===== config.mk =====
export PLATFORM = sky130hd
export DESIGN_NAME = srq_top
export DESIGN_NICKNAME = d
export VERILOG_FILES = /design/src/design/srq_pkg.sv /design/src/design/srq_top.sv /design/src/design/srq_event_latch.sv
export VERILOG_INCLUDE_DIRS = /design/src /design/src/design
export SDC_FILE = /design/constraint.sdc
export NUM_CORES = 1
export LEC_CHECK = 0
export BUFFER_PORTS_ARGS = -buffer_cell sky130_fd_sc_hd__buf_2
export CORE_MARGIN = 2
export CORE_UTILIZATION = 56
export CTS_CLUSTER_DIAMETER = 120
export CTS_CLUSTER_SIZE = 16
export DETAILED_ROUTE_END_ITERATION = 16
export PLACE_DENSITY = 0.87
export SLEW_MARGIN = 20
export SYNTH_ARGS = -nofsm -noshare
export SYNTH_HDL_FRONTEND = slang
export SYNTH_SLANG_ARGS = --single-unit

===== constraint.sdc =====
create_clock -name CLOCK -period 5.5 [get_ports CLOCK]
set_clock_uncertainty 0.15 [all_clocks]
set_input_delay 0.275 -clock CLOCK [delete_from_list [all_inputs] [get_ports CLOCK]]
set_output_delay 0.275 -clock CLOCK [all_outputs]
set_load 0.01 [all_outputs]

===== src/design/srq_regs.svh =====
// Register indices, field positions and reset values of the serial receive stats and queue watermark bank.
//
// Functional notes
// - Count aborted receive bytes, show top byte.
// - Extra dropped bytes may also be counted.
// - Rising update bit snapshots and restarts counters.
// - Done set after snapshot, cleared by zero.
// - Latch SAPI high mismatch, clear on read.
// - Latch SAPI low mismatch, clear on read.
// - Latch control field mismatch, clear on read.
// - Latch address field mismatch, clear on read.
// - Header mismatch bits interrupt only when enabled.
// - Low watermark equals value times 65536 bytes.
// - High watermark equals value times 65536 bytes.
// - Watermarked queue holds serial-to-Ethernet data.
// - Latch HDLC-to-SDRAM FIFO overflow, clear on read.
// - Latch transmit queue overflow, clear on read.
// - Latch high watermark crossing, clear on read.
// - Latch low watermark crossing, clear on read.
// - Queue status bits interrupt only when enabled.
`ifndef SRQ_REGS_SVH
`define SRQ_REGS_SVH

// ==========================================================================
// Register indices; the byte address is four times the index.
// ==========================================================================
`define SRQ_IDX_ABORT_TOP     10'h11F
`define SRQ_IDX_SNAP_CTRL     10'h120
`define SRQ_IDX_SNAP_DONE     10'h121
`define SRQ_IDX_HDR_STATUS    10'h122
`define SRQ_IDX_HDR_ENABLE    10'h123
`define SRQ_IDX_LOW_WM        10'h124
`define SRQ_IDX_HIGH_WM       10'h125
`define SRQ_IDX_QUEUE_ENABLE  10'h126
`define SRQ_IDX_QUEUE_STATUS  10'h127
`define SRQ_IDX_STATUS_CLEAR  10'h128

// ==========================================================================
// Widths, fields and reset values.
// ==========================================================================
`define SRQ_ADDR_W            12
`define SRQ_IDX_LSB           2
`define SRQ_REG_RESET         8'h00
`define SRQ_COUNT_RESET       32'h0000_0000
`define SRQ_WM_SHIFT          16
`define SRQ_CLEAR_HDR_LSB     0
`define SRQ_CLEAR_QUEUE_LSB   4
`define SRQ_STATUS_BITS       4
`define SRQ_RESP_OKAY         2'h0
`define SRQ_RESP_SLVERR       2'h2

`endif


===== src/design/srq_pkg.sv =====
// Types shared by the serial receive stats and queue watermark bank.
package srq_pkg;

  // ==========================================================================
  // Received or expected X.86 header fields, one octet each.
  // ==========================================================================
  typedef struct packed {
    logic [7:0] sapi_high;
    logic [7:0] sapi_low;
    logic [7:0] control;
    logic [7:0] address;
  } srq_x86_hdr_t;

  // Four sticky status bits in register bit order 3 down to 0.
  typedef logic [3:0] srq_status_t;

  // Snapshot sequencer states, one-hot.
  typedef enum logic [2:0] {
    SRQ_SNAP_IDLE = 3'b001,
    SRQ_SNAP_DONE = 3'b010,
    SRQ_SNAP_WAIT = 3'b100
  } srq_snap_state_t;

endpackage : srq_pkg


===== src/design/srq_top.sv =====
// Serial receive stats and transmit queue watermark register bank on an AXI4-Lite slave.
//
// The implementer's own choice: the AXI4-Lite interface to the registers.
`timescale 1ns/10ps
`include "srq_regs.svh"
module srq_top
  import srq_pkg::*;
#(
  parameter int FILL_W = 24  // Width of the transmit queue fill level in bytes.
) (
  // Clock and reset.
  input  wire logic                   CLOCK,
  input  wire logic                   RST_N,
  // AXI4-Lite write address channel.
  input  wire logic [`SRQ_ADDR_W-1:0] AWADDR,
  input  wire logic                   AWVALID,
  output logic                        AWREADY,
  // AXI4-Lite write data channel.
  input  wire logic [31:0]            WDATA,
  input  wire logic [3:0]             WSTRB,
  input  wire logic                   WVALID,
  output logic                        WREADY,
  // AXI4-Lite write response channel.
  output logic [1:0]                  BRESP,
  output logic                        BVALID,
  input  wire logic                   BREADY,
  // AXI4-Lite read address channel.
  input  wire logic [`SRQ_ADDR_W-1:0] ARADDR,
  input  wire logic                   ARVALID,
  output logic                        ARREADY,
  // AXI4-Lite read data channel.
  output logic [31:0]                 RDATA,
  output logic [1:0]                  RRESP,
  output logic                        RVALID,
  input  wire logic                   RREADY,
  // Receive packet writer events.
  input  wire logic                   ABORT_BYTE,
  // Received X.86 header and its expected values.
  input  wire logic                   HDR_VALID,
  input  wire srq_x86_hdr_t           HDR_RX,
  input  wire srq_x86_hdr_t           HDR_EXPECTED,
  // Transmit queue state from the queue manager.
  input  wire logic                   HDLC_FIFO_OVERFLOW,
  input  wire logic                   QUEUE_OVERFLOW,
  input  wire logic [FILL_W-1:0]      QUEUE_FILL,
  // Interrupt.
  output logic                        IRQ
);

  // ==========================================================================
  // Declarations.
  // ==========================================================================
  logic [`SRQ_ADDR_W-1:0] aw_addr;           // Captured write address.
  logic                   aw_full;           // Write address held.
  logic [31:0]            w_data;            // Captured write data.
  logic                   w_lane0;           // Byte lane 0 was strobed.
  logic                   w_full;            // Write data held.
  logic                   do_write;          // Both halves present, perform write.
  logic [9:0]             w_idx;             // Register index of the write.
  logic [9:0]             r_idx;             // Register index of the read.
  logic                   do_read;           // Read address handshake.
  logic [31:0]            next_rdata;        // Read mux output.
  logic                   r_hit;             // Read index is mapped.
  logic                   w_hit;             // Write index is mapped.
  logic                   wr_lane;           // Write that really stores.
  logic                   snap_request;      // Snapshot control bit.
  logic                   snap_request_prev; // Control bit one cycle ago.
  logic                   snap_take;         // Rising edge of the control bit.
  srq_snap_state_t        snap_state;        // Snapshot sequencer.
  logic                   snap_done;         // Snapshot done flag.
  logic [31:0]            abort_running;     // Running aborted byte count.
  logic [31:0]            abort_snapshot;    // Readable aborted byte count.
  srq_status_t            hdr_enable;        // Header mismatch interrupt enables.
  srq_status_t            queue_enable;      // Queue event interrupt enables.
  logic [7:0]             low_wm_reg;        // Low watermark threshold value.
  logic [7:0]             high_wm_reg;       // High watermark threshold value.
  logic [FILL_W-1:0]      low_wm_bytes;      // Low watermark byte position.
  logic [FILL_W-1:0]      high_wm_bytes;     // High watermark byte position.
  logic                   above_low;         // Fill at or above low watermark.
  logic                   above_high;        // Fill at or above high watermark.
  logic                   above_low_prev;    // Previous low comparison.
  logic                   above_high_prev;   // Previous high comparison.
  srq_status_t            hdr_set;           // Header mismatch events.
  srq_status_t            hdr_clear;         // Header status clears.
  srq_status_t            hdr_status;        // Header mismatch sticky bits.
  srq_status_t            queue_set;         // Queue events.
  srq_status_t            queue_clear;       // Queue status clears.
  srq_status_t            queue_status;      // Queue sticky bits.
  srq_status_t            hdr_wclear;        // Header clears from the clear register.
  srq_status_t            queue_wclear;      // Queue clears from the clear register.

  // ==========================================================================
  // AXI4-Lite write path.
  // ==========================================================================
  // Address and data are taken independently; each is refused while its
  // holding register is full or a response is still waiting.
  assign AWREADY  = !aw_full && !BVALID;
  assign WREADY   = !w_full && !BVALID;
  assign do_write = aw_full && w_full && !BVALID;
  assign w_idx    = aw_addr[`SRQ_ADDR_W-1:`SRQ_IDX_LSB];

  // Hold the write address until the write is performed.
  always_ff @(posedge CLOCK or negedge RST_N) begin
    if (!RST_N) begin
      aw_addr <= '0;
      aw_full <= 1'b0;
    end else if (AWVALID && AWREADY) begin
      aw_addr <= AWADDR;
      aw_full <= 1'b1;
    end else if (do_write) begin
      aw_full <= 1'b0;
    end
  end

  // Hold the write data until the write is performed.
  always_ff @(posedge CLOCK or negedge RST_N) begin
    if (!RST_N) begin
      w_data  <= 32'h0000_0000;
      w_lane0 <= 1'b0;
      w_full  <= 1'b0;
    end else if (WVALID && WREADY) begin
      w_data  <= WDATA;
      w_lane0 <= WSTRB[0];
      w_full  <= 1'b1;
    end else if (do_write) begin
      w_full  <= 1'b0;
    end
  end

  // Decode which write indices exist; read-only ones still answer OKAY.
  always_comb begin
    case (w_idx)
      `SRQ_IDX_ABORT_TOP, `SRQ_IDX_SNAP_CTRL, `SRQ_IDX_SNAP_DONE,
      `SRQ_IDX_HDR_STATUS, `SRQ_IDX_HDR_ENABLE, `SRQ_IDX_LOW_WM,
      `SRQ_IDX_HIGH_WM, `SRQ_IDX_QUEUE_ENABLE, `SRQ_IDX_QUEUE_STATUS,
      `SRQ_IDX_STATUS_CLEAR: w_hit = 1'b1;
      default:               w_hit = 1'b0;
    endcase
  end

  // Registers live in byte lane 0; a write without that lane stores nothing.
  assign wr_lane = do_write && w_lane0;

  // Write response follows the performed write by one cycle.
  always_ff @(posedge CLOCK or negedge RST_N) begin
    if (!RST_N) begin
      BVALID <= 1'b0;
      BRESP  <= `SRQ_RESP_OKAY;
    end else if (do_write) begin
      BVALID <= 1'b1;
      BRESP  <= w_hit ? `SRQ_RESP_OKAY : `SRQ_RESP_SLVERR;
    end else if (BREADY) begin
      BVALID <= 1'b0;
    end
  end

  // ==========================================================================
  // Software-written registers.
  // ==========================================================================
  // Enables and thresholds; only the low four enable bits exist.
  always_ff @(posedge CLOCK or negedge RST_N) begin
    if (!RST_N) begin
      hdr_enable   <= '0;
      queue_enable <= '0;
      low_wm_reg   <= `SRQ_REG_RESET;
      high_wm_reg  <= `SRQ_REG_RESET;
    end else if (wr_lane) begin
      case (w_idx)
        `SRQ_IDX_HDR_ENABLE:   hdr_enable   <= w_data[`SRQ_STATUS_BITS-1:0];
        `SRQ_IDX_QUEUE_ENABLE: queue_enable <= w_data[`SRQ_STATUS_BITS-1:0];
        `SRQ_IDX_LOW_WM:       low_wm_reg   <= w_data[7:0];
        `SRQ_IDX_HIGH_WM:      high_wm_reg  <= w_data[7:0];
        default: begin
        end
      endcase
    end
  end

  // Snapshot control bit.
  always_ff @(posedge CLOCK or negedge RST_N) begin
    if (!RST_N) begin
      snap_request <= 1'b0;
    end else if (wr_lane && (w_idx == `SRQ_IDX_SNAP_CTRL)) begin
      snap_request <= w_data[0];
    end
  end

  // The clear register is write-only; a one clears the matching sticky bit.
  assign hdr_wclear   = (wr_lane && (w_idx == `SRQ_IDX_STATUS_CLEAR)) ?
                        w_data[`SRQ_CLEAR_HDR_LSB +: `SRQ_STATUS_BITS] : '0;
  assign queue_wclear = (wr_lane && (w_idx == `SRQ_IDX_STATUS_CLEAR)) ?
                        w_data[`SRQ_CLEAR_QUEUE_LSB +: `SRQ_STATUS_BITS] : '0;

  // ==========================================================================
  // Counter snapshot sequencer.
  // ==========================================================================
  // Edge detect on the control bit; holding it high asks for nothing more.
  always_ff @(posedge CLOCK or negedge RST_N) begin
    if (!RST_N) begin
      snap_request_prev <= 1'b0;
    end else begin
      snap_request_prev <= snap_request;
    end
  end

  assign snap_take = snap_request && !snap_request_prev;

  // Done goes high the cycle after the copy and stays until software
  // drops the control bit; a new request needs the bit back at zero.
  always_ff @(posedge CLOCK or negedge RST_N) begin
    if (!RST_N) begin
      snap_state <= SRQ_SNAP_IDLE;
      snap_done  <= 1'b0;
    end else begin
      case (snap_state)
        SRQ_SNAP_IDLE: begin
          if (snap_take) begin
            snap_state <= SRQ_SNAP_DONE;
          end
        end
        SRQ_SNAP_DONE: begin
          snap_done  <= 1'b1;
          snap_state <= SRQ_SNAP_WAIT;
        end
        SRQ_SNAP_WAIT: begin
          if (!snap_request) begin
            snap_done  <= 1'b0;
            snap_state <= SRQ_SNAP_IDLE;
          end
        end
        default: begin
          snap_state <= SRQ_SNAP_IDLE;
          snap_done  <= 1'b0;
        end
      endcase
    end
  end

  // ==========================================================================
  // Aborted byte counter.
  // ==========================================================================
  // Every byte of a packet stored with an abort mark counts, including any
  // bytes the writer flags when dropping for FCS removal, loopback, reset or
  // overflow. A byte arriving on the snapshot cycle starts the new period.
  always_ff @(posedge CLOCK or negedge RST_N) begin
    if (!RST_N) begin
      abort_running  <= `SRQ_COUNT_RESET;
      abort_snapshot <= `SRQ_COUNT_RESET;
    end else if (snap_take) begin
      abort_snapshot <= abort_running;
      abort_running  <= {31'h0000_0000, ABORT_BYTE};
    end else if (ABORT_BYTE) begin
      abort_running  <= abort_running + 32'h0000_0001;
    end
  end

  // ==========================================================================
  // X.86 header mismatch events.
  // ==========================================================================
  // Each field is checked only on the cycle a header is presented.
  assign hdr_set[3] = HDR_VALID && (HDR_RX.sapi_high != HDR_EXPECTED.sapi_high);
  assign hdr_set[2] = HDR_VALID && (HDR_RX.sapi_low != HDR_EXPECTED.sapi_low);
  assign hdr_set[1] = HDR_VALID && (HDR_RX.control != HDR_EXPECTED.control);
  assign hdr_set[0] = HDR_VALID && (HDR_RX.address != HDR_EXPECTED.address);

  // A read of the status register clears all of it.
  assign hdr_clear = hdr_wclear |
                     {`SRQ_STATUS_BITS{do_read && (r_idx == `SRQ_IDX_HDR_STATUS)}};

  srq_event_latch #(
    .W          (`SRQ_STATUS_BITS)
  ) u_hdr_latch (
    .clock      (CLOCK),
    .rst_n      (RST_N),
    .set_bits   (hdr_set),
    .clear_bits (hdr_clear),
    .status     (hdr_status)
  );

  // ==========================================================================
  // Transmit queue watermarks and overflow events.
  // ==========================================================================
  // The queue is the serial-to-Ethernet buffer; each threshold step is
  // 32 packets of 2048 bytes, a shift by sixteen.
  assign low_wm_bytes  = FILL_W'({low_wm_reg, 16'h0000});
  assign high_wm_bytes = FILL_W'({high_wm_reg, 16'h0000});
  assign above_low     = (QUEUE_FILL >= low_wm_bytes);
  assign above_high    = (QUEUE_FILL >= high_wm_bytes);

  // Previous comparisons reset high, matching an empty queue against a zero
  // threshold, so no crossing is reported out of reset. Moving a threshold
  // past the current fill counts as a crossing.
  always_ff @(posedge CLOCK or negedge RST_N) begin
    if (!RST_N) begin
      above_low_prev  <= 1'b1;
      above_high_prev <= 1'b1;
    end else begin
      above_low_prev  <= above_low;
      above_high_prev <= above_high;
    end
  end

  // A crossing is a change of side in either direction.
  assign queue_set[3] = HDLC_FIFO_OVERFLOW;
  assign queue_set[2] = QUEUE_OVERFLOW;
  assign queue_set[1] = above_high != above_high_prev;
  assign queue_set[0] = above_low != above_low_prev;

  assign queue_clear = queue_wclear |
                       {`SRQ_STATUS_BITS{do_read && (r_idx == `SRQ_IDX_QUEUE_STATUS)}};

  srq_event_latch #(
    .W          (`SRQ_STATUS_BITS)
  ) u_queue_latch (
    .clock      (CLOCK),
    .rst_n      (RST_N),
    .set_bits   (queue_set),
    .clear_bits (queue_clear),
    .status     (queue_status)
  );

  // ==========================================================================
  // Interrupt.
  // ==========================================================================
  // One level output for both groups, held while any enabled bit is set.
  always_ff @(posedge CLOCK or negedge RST_N) begin
    if (!RST_N) begin
      IRQ <= 1'b0;
    end else begin
      IRQ <= (|(hdr_status & hdr_enable)) |
             (|(queue_status & queue_enable));
    end
  end

  // ==========================================================================
  // AXI4-Lite read path.
  // ==========================================================================
  // One read at a time; the address is refused while data waits.
  assign ARREADY = !RVALID;
  assign do_read = ARVALID && ARREADY;
  assign r_idx   = ARADDR[`SRQ_ADDR_W-1:`SRQ_IDX_LSB];

  // Register read mux; unused upper bits read as zero.
  always_comb begin
    next_rdata = 32'h0000_0000;
    r_hit      = 1'b1;
    case (r_idx)
      `SRQ_IDX_ABORT_TOP:    next_rdata[7:0] = abort_snapshot[31:24];
      `SRQ_IDX_SNAP_CTRL:    next_rdata[0]   = snap_request;
      `SRQ_IDX_SNAP_DONE:    next_rdata[0]   = snap_done;
      `SRQ_IDX_HDR_STATUS:   next_rdata[3:0] = hdr_status;
      `SRQ_IDX_HDR_ENABLE:   next_rdata[3:0] = hdr_enable;
      `SRQ_IDX_LOW_WM:       next_rdata[7:0] = low_wm_reg;
      `SRQ_IDX_HIGH_WM:      next_rdata[7:0] = high_wm_reg;
      `SRQ_IDX_QUEUE_ENABLE: next_rdata[3:0] = queue_enable;
      `SRQ_IDX_QUEUE_STATUS: next_rdata[3:0] = queue_status;
      `SRQ_IDX_STATUS_CLEAR: next_rdata      = 32'h0000_0000;
      default:               r_hit           = 1'b0;
    endcase
  end

  // Read data is registered at the address handshake, so the value seen is
  // the one that the same-cycle clear wipes.
  always_ff @(posedge CLOCK or negedge RST_N) begin
    if (!RST_N) begin
      RVALID <= 1'b0;
      RDATA  <= 32'h0000_0000;
      RRESP  <= `SRQ_RESP_OKAY;
    end else if (do_read) begin
      RVALID <= 1'b1;
      RDATA  <= next_rdata;
      RRESP  <= r_hit ? `SRQ_RESP_OKAY : `SRQ_RESP_SLVERR;
    end else if (RREADY) begin
      RVALID <= 1'b0;
    end
  end

endmodule : srq_top


===== src/design/srq_event_latch.sv =====
// Sticky status bits with clear pulses where a new event outranks the clear.
`timescale 1ns/10ps
module srq_event_latch
  import srq_pkg::*;
#(
  parameter int W = 4
) (
  // Clock and reset.
  input  wire logic         clock,
  input  wire logic         rst_n,
  // Events and clears.
  input  wire logic [W-1:0] set_bits,
  input  wire logic [W-1:0] clear_bits,
  // Sticky state.
  output logic      [W-1:0] status
);

  // ==========================================================================
  // Sticky bits.
  // ==========================================================================
  // An event in the same cycle as its clear stays set, so nothing is lost
  // when software reads just as the event lands.
  always_ff @(posedge clock or negedge rst_n) begin
    if (!rst_n) begin
      status <= '0;
    end else begin
      status <= (status & ~clear_bits) | set_bits;
    end
  end

endmodule : srq_event_latch


==> impl_metrics.ini, run 1 <==
[hold_path]
hold_end = RDATA[1]
min_path_cells = 4
hp-start = ARADDR[6]
hold_path.class = input pin to flop

[synth]
synth-seq-area-share = 0.455
synth_top_area_frac = 0.443
synth_top_area_cell = dfrtp_1
netlist_instances = 596
yosys_warnings = 0
yosysMostFrequentCell = dfrtp_1
netlist_area_um2 = 6280
synth-seq-cells = 114
ys_top_cells_by_area = dfrtp_1 44%, mux2_2 9.9%, xnor2_1 5.0%
synth-main-ff-cell = dfrtp_1
avgSynthCellArea_um2 = 10.5
synthTopCellsByCount = 111 x dfrtp_1, 55 x mux2_2, 55 x nor2_1
yosysUniqueCellTypes = 61
async_flop_share = 1.00
synth-edff-count = 0

[global_route]
grt_pass1_wl_um = 25500
overflow = 0
grt_use_total = 0.279
grt_pass1_vias = 5462
antenna_found_initial = 0
grt_max_degree = 72

[power]
p_per_area_nw_per_um2 = 340
fin_total_pwr_uw = 2740
vdd_drop_max_mv = 0.272
power_leakage_uw = 0.00379

[final_layout]
drive_above_1_share = 0.322
reg_top3 = abort_running (32), aw_addr (10)
area_growth_syn_to_layout_pct = 28.5
largest_reg_flops = 32
final_cell_area_um2 = 8070
antenna_cells = 0
top_register = abort_running
fill_cells = 706
instances_no_fill = 938
fin_nets = 961

[die]
die_area_um2 = 12100
rows = 38
die_h_um = 110
ioPinCount = 201
start_util = 0.576
core_um2 = 10900
die-width_um = 110

[timing]
post-route-min-period_ps = 2820
final-hold-violation-count = 0
worst_slew_pin_slew_ps = 1020
fin_tns_setup_ps = 0
setup_ws_ps = 2680
fmax_ghz = 0.355
rsz0062_at_grt = false
relSlewSlack = 0.317
finalSetupViolCount = 0
timing.final.crit_share = 0.512
maxSlewViolCount = 0

[cts]
cts-root-buf = clkbuf_8
cts_max_level = 4
clk_pin_slew_ps = 50
clock_latency_ps = 520
clockBufferDepth = 2
clock-sinks = 114
numCtsBuffers = 17
cts_tree = done

[critical_path]
critPathArrivalTime_ps = 3070
critPathMaxStageDelay_ps = 580
crit_chain = dlygate4sd3_1, buf_2, xnor2_1, dlygate4sd3_1, nand4_1, dlygate4sd3_1, o21ai_0, dlygate4sd3_1, nand2_1
cp_common_cell = dlygate4sd3_1
required_ps = 5760
setup.worst_path.class = input pin to flop
cp_max_fo = 1
start_kind = input pin
cp-end-kind = flop
rrSetupSlack_ps = 2950
reg2reg_depth = 5
worstReg2RegStart = aw_addr[3]
r2r_end = u_queue_latch.status[1]
slowest_stage = dlygate4sd3_1

[drt]
vias = 5317
avgViaCountPerCell = 5.67
drt-total-wl_um = 16500
ant_nets = 0
firstDrtPassIters = 4
drt_first_iter_violations = 412
wl_per_cell_um = 17.6
drcViolationCount = 0

[run]
cap_violations = 0

[outcome]
outcome = finished, final reports clean

[placed_design]
gp_congestion = 0.947
dp.final_hpwl_um = 11100
io_buffers = 143
dp_slack_ps = 3020
placed_cells = 865
place_area_um2 = 7030
==> critical path: cells and delay by family <==
family	cells	cell delay [ps]
AOI/OAI and AO/OA	1	160
xor gates and xnor gates	1	130
buffers and inverters	5	2390
and+or+nand+nor	2	120
==> metal layers <==
metal | track usage | routed length, um | vias to the layer above
met3 | 0.0569 | 1160 | 43
met5 | 0 | 0 | -
met4 | 0.134 | 461 | 0
met1 | 0.305 | 5920 | 2575
li1 | - | - | 2433
met2 | 0.512 | 8940 | 266
==> logic make-up (layout without fill, tap and decap cells) <==
logic type      after synthesis  count (layout)  synth area share
simple gates                206             206             0.183
flops                       114             114             0.455
mux                          66              66             0.118
compound gates               65              65            0.0670
buf+inv                      64             241            0.0544
xor+xnor                     63              63            0.0879
fa+ha+maj                    17              17            0.0339
other cells                   1              26          0.000598
==> per-stage QoR <==
step	utilization	hold WS (ps)
global route	0.741	54.5
floorplan	-	-171
finish	0.741	46.9
CTS	0.741	1.74
detailed placement	0.646	298
global placement	0.646	289
==> worst max path at each step <==
stage / cells after the start / slack, ps / to / startpoint
6_report: 9 / 2680 / u_hdr_latch.status[1] / HDR_RX[14]
5_1_grt: 9 / 2580 / u_hdr_latch.status[1] / HDR_RX[14]
4_1_cts: 9 / 2800 / u_hdr_latch.status[0] / HDR_RX[5]
3_5_place_dp: 5 / 3020 / u_queue_latch.status[1] / aw_addr[3]
3_3_place_gp: 5 / 3100 / u_queue_latch.status[0] / aw_addr[3]
2_1_floorplan: 5 / 3410 / high_wm_reg[6] / aw_addr[9]
==> final cells by class <==
| cell class | instances | area [um2] | share of cell area |
|---|---|---|---|
| multi-input combinational | 443 | 3180 | 0.394 |
| sequential | 114 | 2860 | 0.354 |
| timing repair buffer | 187 | 1150 | 0.143 |
| clock buffer | 19 | 442 | 0.0547 |
| clock inverter | 13 | 184 | 0.0228 |
| tap | 140 | 175 | 0.0217 |
| inverter | 22 | 82.6 | 0.0102 |
==> where the power goes <==
group	switching [uW]	leakage, uW	total, uW	internal (uW)
Sequential	144	0.00147	1110	967
Clock	384	0.000300	1140	758
Combinational	235	0.00202	487	253
==> placed cells by master, fill, tap and decap left out, drive strengths merged, types with 12 or more instances in the layout <==
cell type    synthesis  layout
nand4               26      26
ha                  17      17
nor2                55      55
buf                 30     146
dlygate4sd3          0      41
clkbuf              12      19
a21oi               12      12
xor2                27      27
xnor2               36      36
inv                 22      22
mux2                56      56
o21ai               17      17
nand2               43      43
conb                 1      26
nand3               21      21
dfrtp              111     111
==> repair_timing <==
item	in CTS	in global routing
buffers inserted	0	0
endpoints found under the setup margin	0	0
gates resized for setup	0	0
endpoints found under the hold margin	100	0
hold buffers	41	0
No activity file was read; power rests on OpenSTA's default activity.
==> run 2: changes to the inputs <==
--- a/config.mk
+++ b/config.mk
@@ -8,11 +8,11 @@
 export LEC_CHECK = 0
 export BUFFER_PORTS_ARGS = -buffer_cell sky130_fd_sc_hd__buf_2
 export CORE_MARGIN = 2
-export CORE_UTILIZATION = 56
+export CORE_UTILIZATION = 52
 export CTS_CLUSTER_DIAMETER = 120
 export CTS_CLUSTER_SIZE = 16
 export DETAILED_ROUTE_END_ITERATION = 16
-export PLACE_DENSITY = 0.87
+export PLACE_DENSITY = 0.81
 export SLEW_MARGIN = 20
 export SYNTH_ARGS = -nofsm -noshare
 export SYNTH_HDL_FRONTEND = slang
==> constraint.sdc (replaced) <==
create_clock -name CLOCK -period 2.7 [get_ports CLOCK]
set_clock_uncertainty 0.15 [all_clocks]
set_input_delay 0.135 -clock CLOCK [delete_from_list [all_inputs] [get_ports CLOCK]]
set_output_delay 0.135 -clock CLOCK [all_outputs]
set_load 0.01 [all_outputs]
==> impl_metrics.ini, run 2 (synthesis results as in run 1) <==
[outcome]
outcome = complete, but fails checks
violations = negative hold slack

[global_route]
grt_use_total = 0.259
grt_max_degree = 46
overflow = 0
grt_pass1_vias = 5574
grt_pass1_wl_um = 26400
antenna_found_initial = 0

[critical_path]
reg2reg_depth = 5
critPathMaxStageDelay_ps = 620
critPathArrivalTime_ps = 2600
crit_chain = dlygate4sd3_1, buf_2, nor3b_1, dlygate4sd3_1, nand3_1, dlygate4sd3_1, a31oi_1
setup.worst_path.class = input pin to flop
cp_common_cell = dlygate4sd3_1
cp_max_fo = 4
required_ps = 2890
cp-end-kind = flop
slowest_stage = dlygate4sd3_1
start_kind = input pin

[die]
rows = 40
die_area_um2 = 13000
die-width_um = 114
core_um2 = 11900
ioPinCount = 201
die_h_um = 114
start_util = 0.527

[placed_design]
dp.final_hpwl_um = 11200
gp_congestion = 0.853
placed_cells = 881
io_buffers = 143
place_area_um2 = 7110

[timing]
timing.final.crit_share = 0.893
post-route-min-period_ps = 2410
rsz0062_at_grt = false
timing.hold.ws_ps = -5.66
maxSlewViolCount = 0
fin_tns_setup_ps = 0
relSlewSlack = 0.453
worst_slew_pin_slew_ps = 813
finalSetupViolCount = 0
fmax_ghz = 0.415
final-hold-violation-count = 1

[drt]
drcViolationCount = 0
firstDrtPassIters = 5
vias = 5313
ant_nets = 0
avgViaCountPerCell = 5.52
drt-total-wl_um = 16100
drt_first_iter_violations = 399
wl_per_cell_um = 16.8

[cts]
clockBufferDepth = 2
cts_hold_buf = 49
cts_tree = done
cts_resized = 0
clock-sinks = 114
cts-root-buf = clkbuf_16
cts_setup_buffers = 0
clock_latency_ps = 410
cts_max_level = 4
clk_pin_slew_ps = 50
numCtsBuffers = 17

[power]
p_per_area_nw_per_um2 = 689
power_leakage_uw = 0.00386
vdd_drop_max_mv = 0.669
fin_total_pwr_uw = 5670

[run]
cap_violations = 0

[final_layout]
antenna_cells = 0
reg_top3 = abort_running (32), aw_addr (10)
final_cell_area_um2 = 8230
instances_no_fill = 962
utilization = 0.691
fin_nets = 978
top_register = abort_running
area_growth_syn_to_layout_pct = 31.1
final_common_cell = buf_2
mostFrequentLayoutCells = 142 x buf_2, 111 x dfrtp_1, 55 x nor2_1, 55 x mux2_2, 49 x dlygate4sd3_1
drive_above_1_share = 0.323
largest_reg_flops = 32

[hold_path]
min_path_cells = 5
hold_path.class = input pin to flop
## run 2: per-layer routing
layer | up-vias | track usage | part of all wire | routed length [um]
li1 | 2467 | - | - | -
met1 | 2644 | 0.291 | 0.39 | 6230
met2 | 165 | 0.484 | 0.55 | 8850
met3 | 37 | 0.0558 | 0.045 | 733
met4 | 0 | 0.0935 | 0.020 | 325
met5 | - | 0 | 0 | 0
## run 2: cell type report
type	count	area (um2)
inverters	22	82.6
well taps	147	184
flip-flops and latches	114	2860
clock inverters	10	155
repair buffers	204	1300
clock buffers	22	474
multi-input cells	443	3170
fillers	868	3690
## run 2: final timing paths
check                                start               endpoint  slack [ps]
worst max-delay path             ARADDR[5]               RDATA[1]         290
worst max register to register  aw_addr[9]         high_wm_reg[6]         470
max in group asynchronous            RST_N          snap_state[0]        1490
worst min-delay path            HDR_RX[25]  u_hdr_latch.status[3]          -6
worst min register to register    RDATA[6]               RDATA[6]         350
min in group asynchronous            RST_N     abort_snapshot[31]         110
## run 2: power breakdown
part	switching, uW	internal (uW)	total, uW	leakage (uW)
logic	476	530	1010	0.00209
clock network	772	1610	2380	0.000306
registers	309	1970	2280	0.00147
total	1560	4110	5670	0.00386
## run 2: per-stage QoR
step	hold WS [ps]	setup WS (ps)
2_1_floorplan	-311	613
3_3_place_gp	12.2	498
3_5_place_dp	19.1	473
4_1_cts	8.20	347
5_1_grt	48.6	158
6_report	-5.66	289
## run 2: worst max-delay path, delay by kind of cell
kind | cells | cell delay (ps)
buf+inv | 4 | 1870
compound gates | 1 | 130
simple gates | 2 | 460
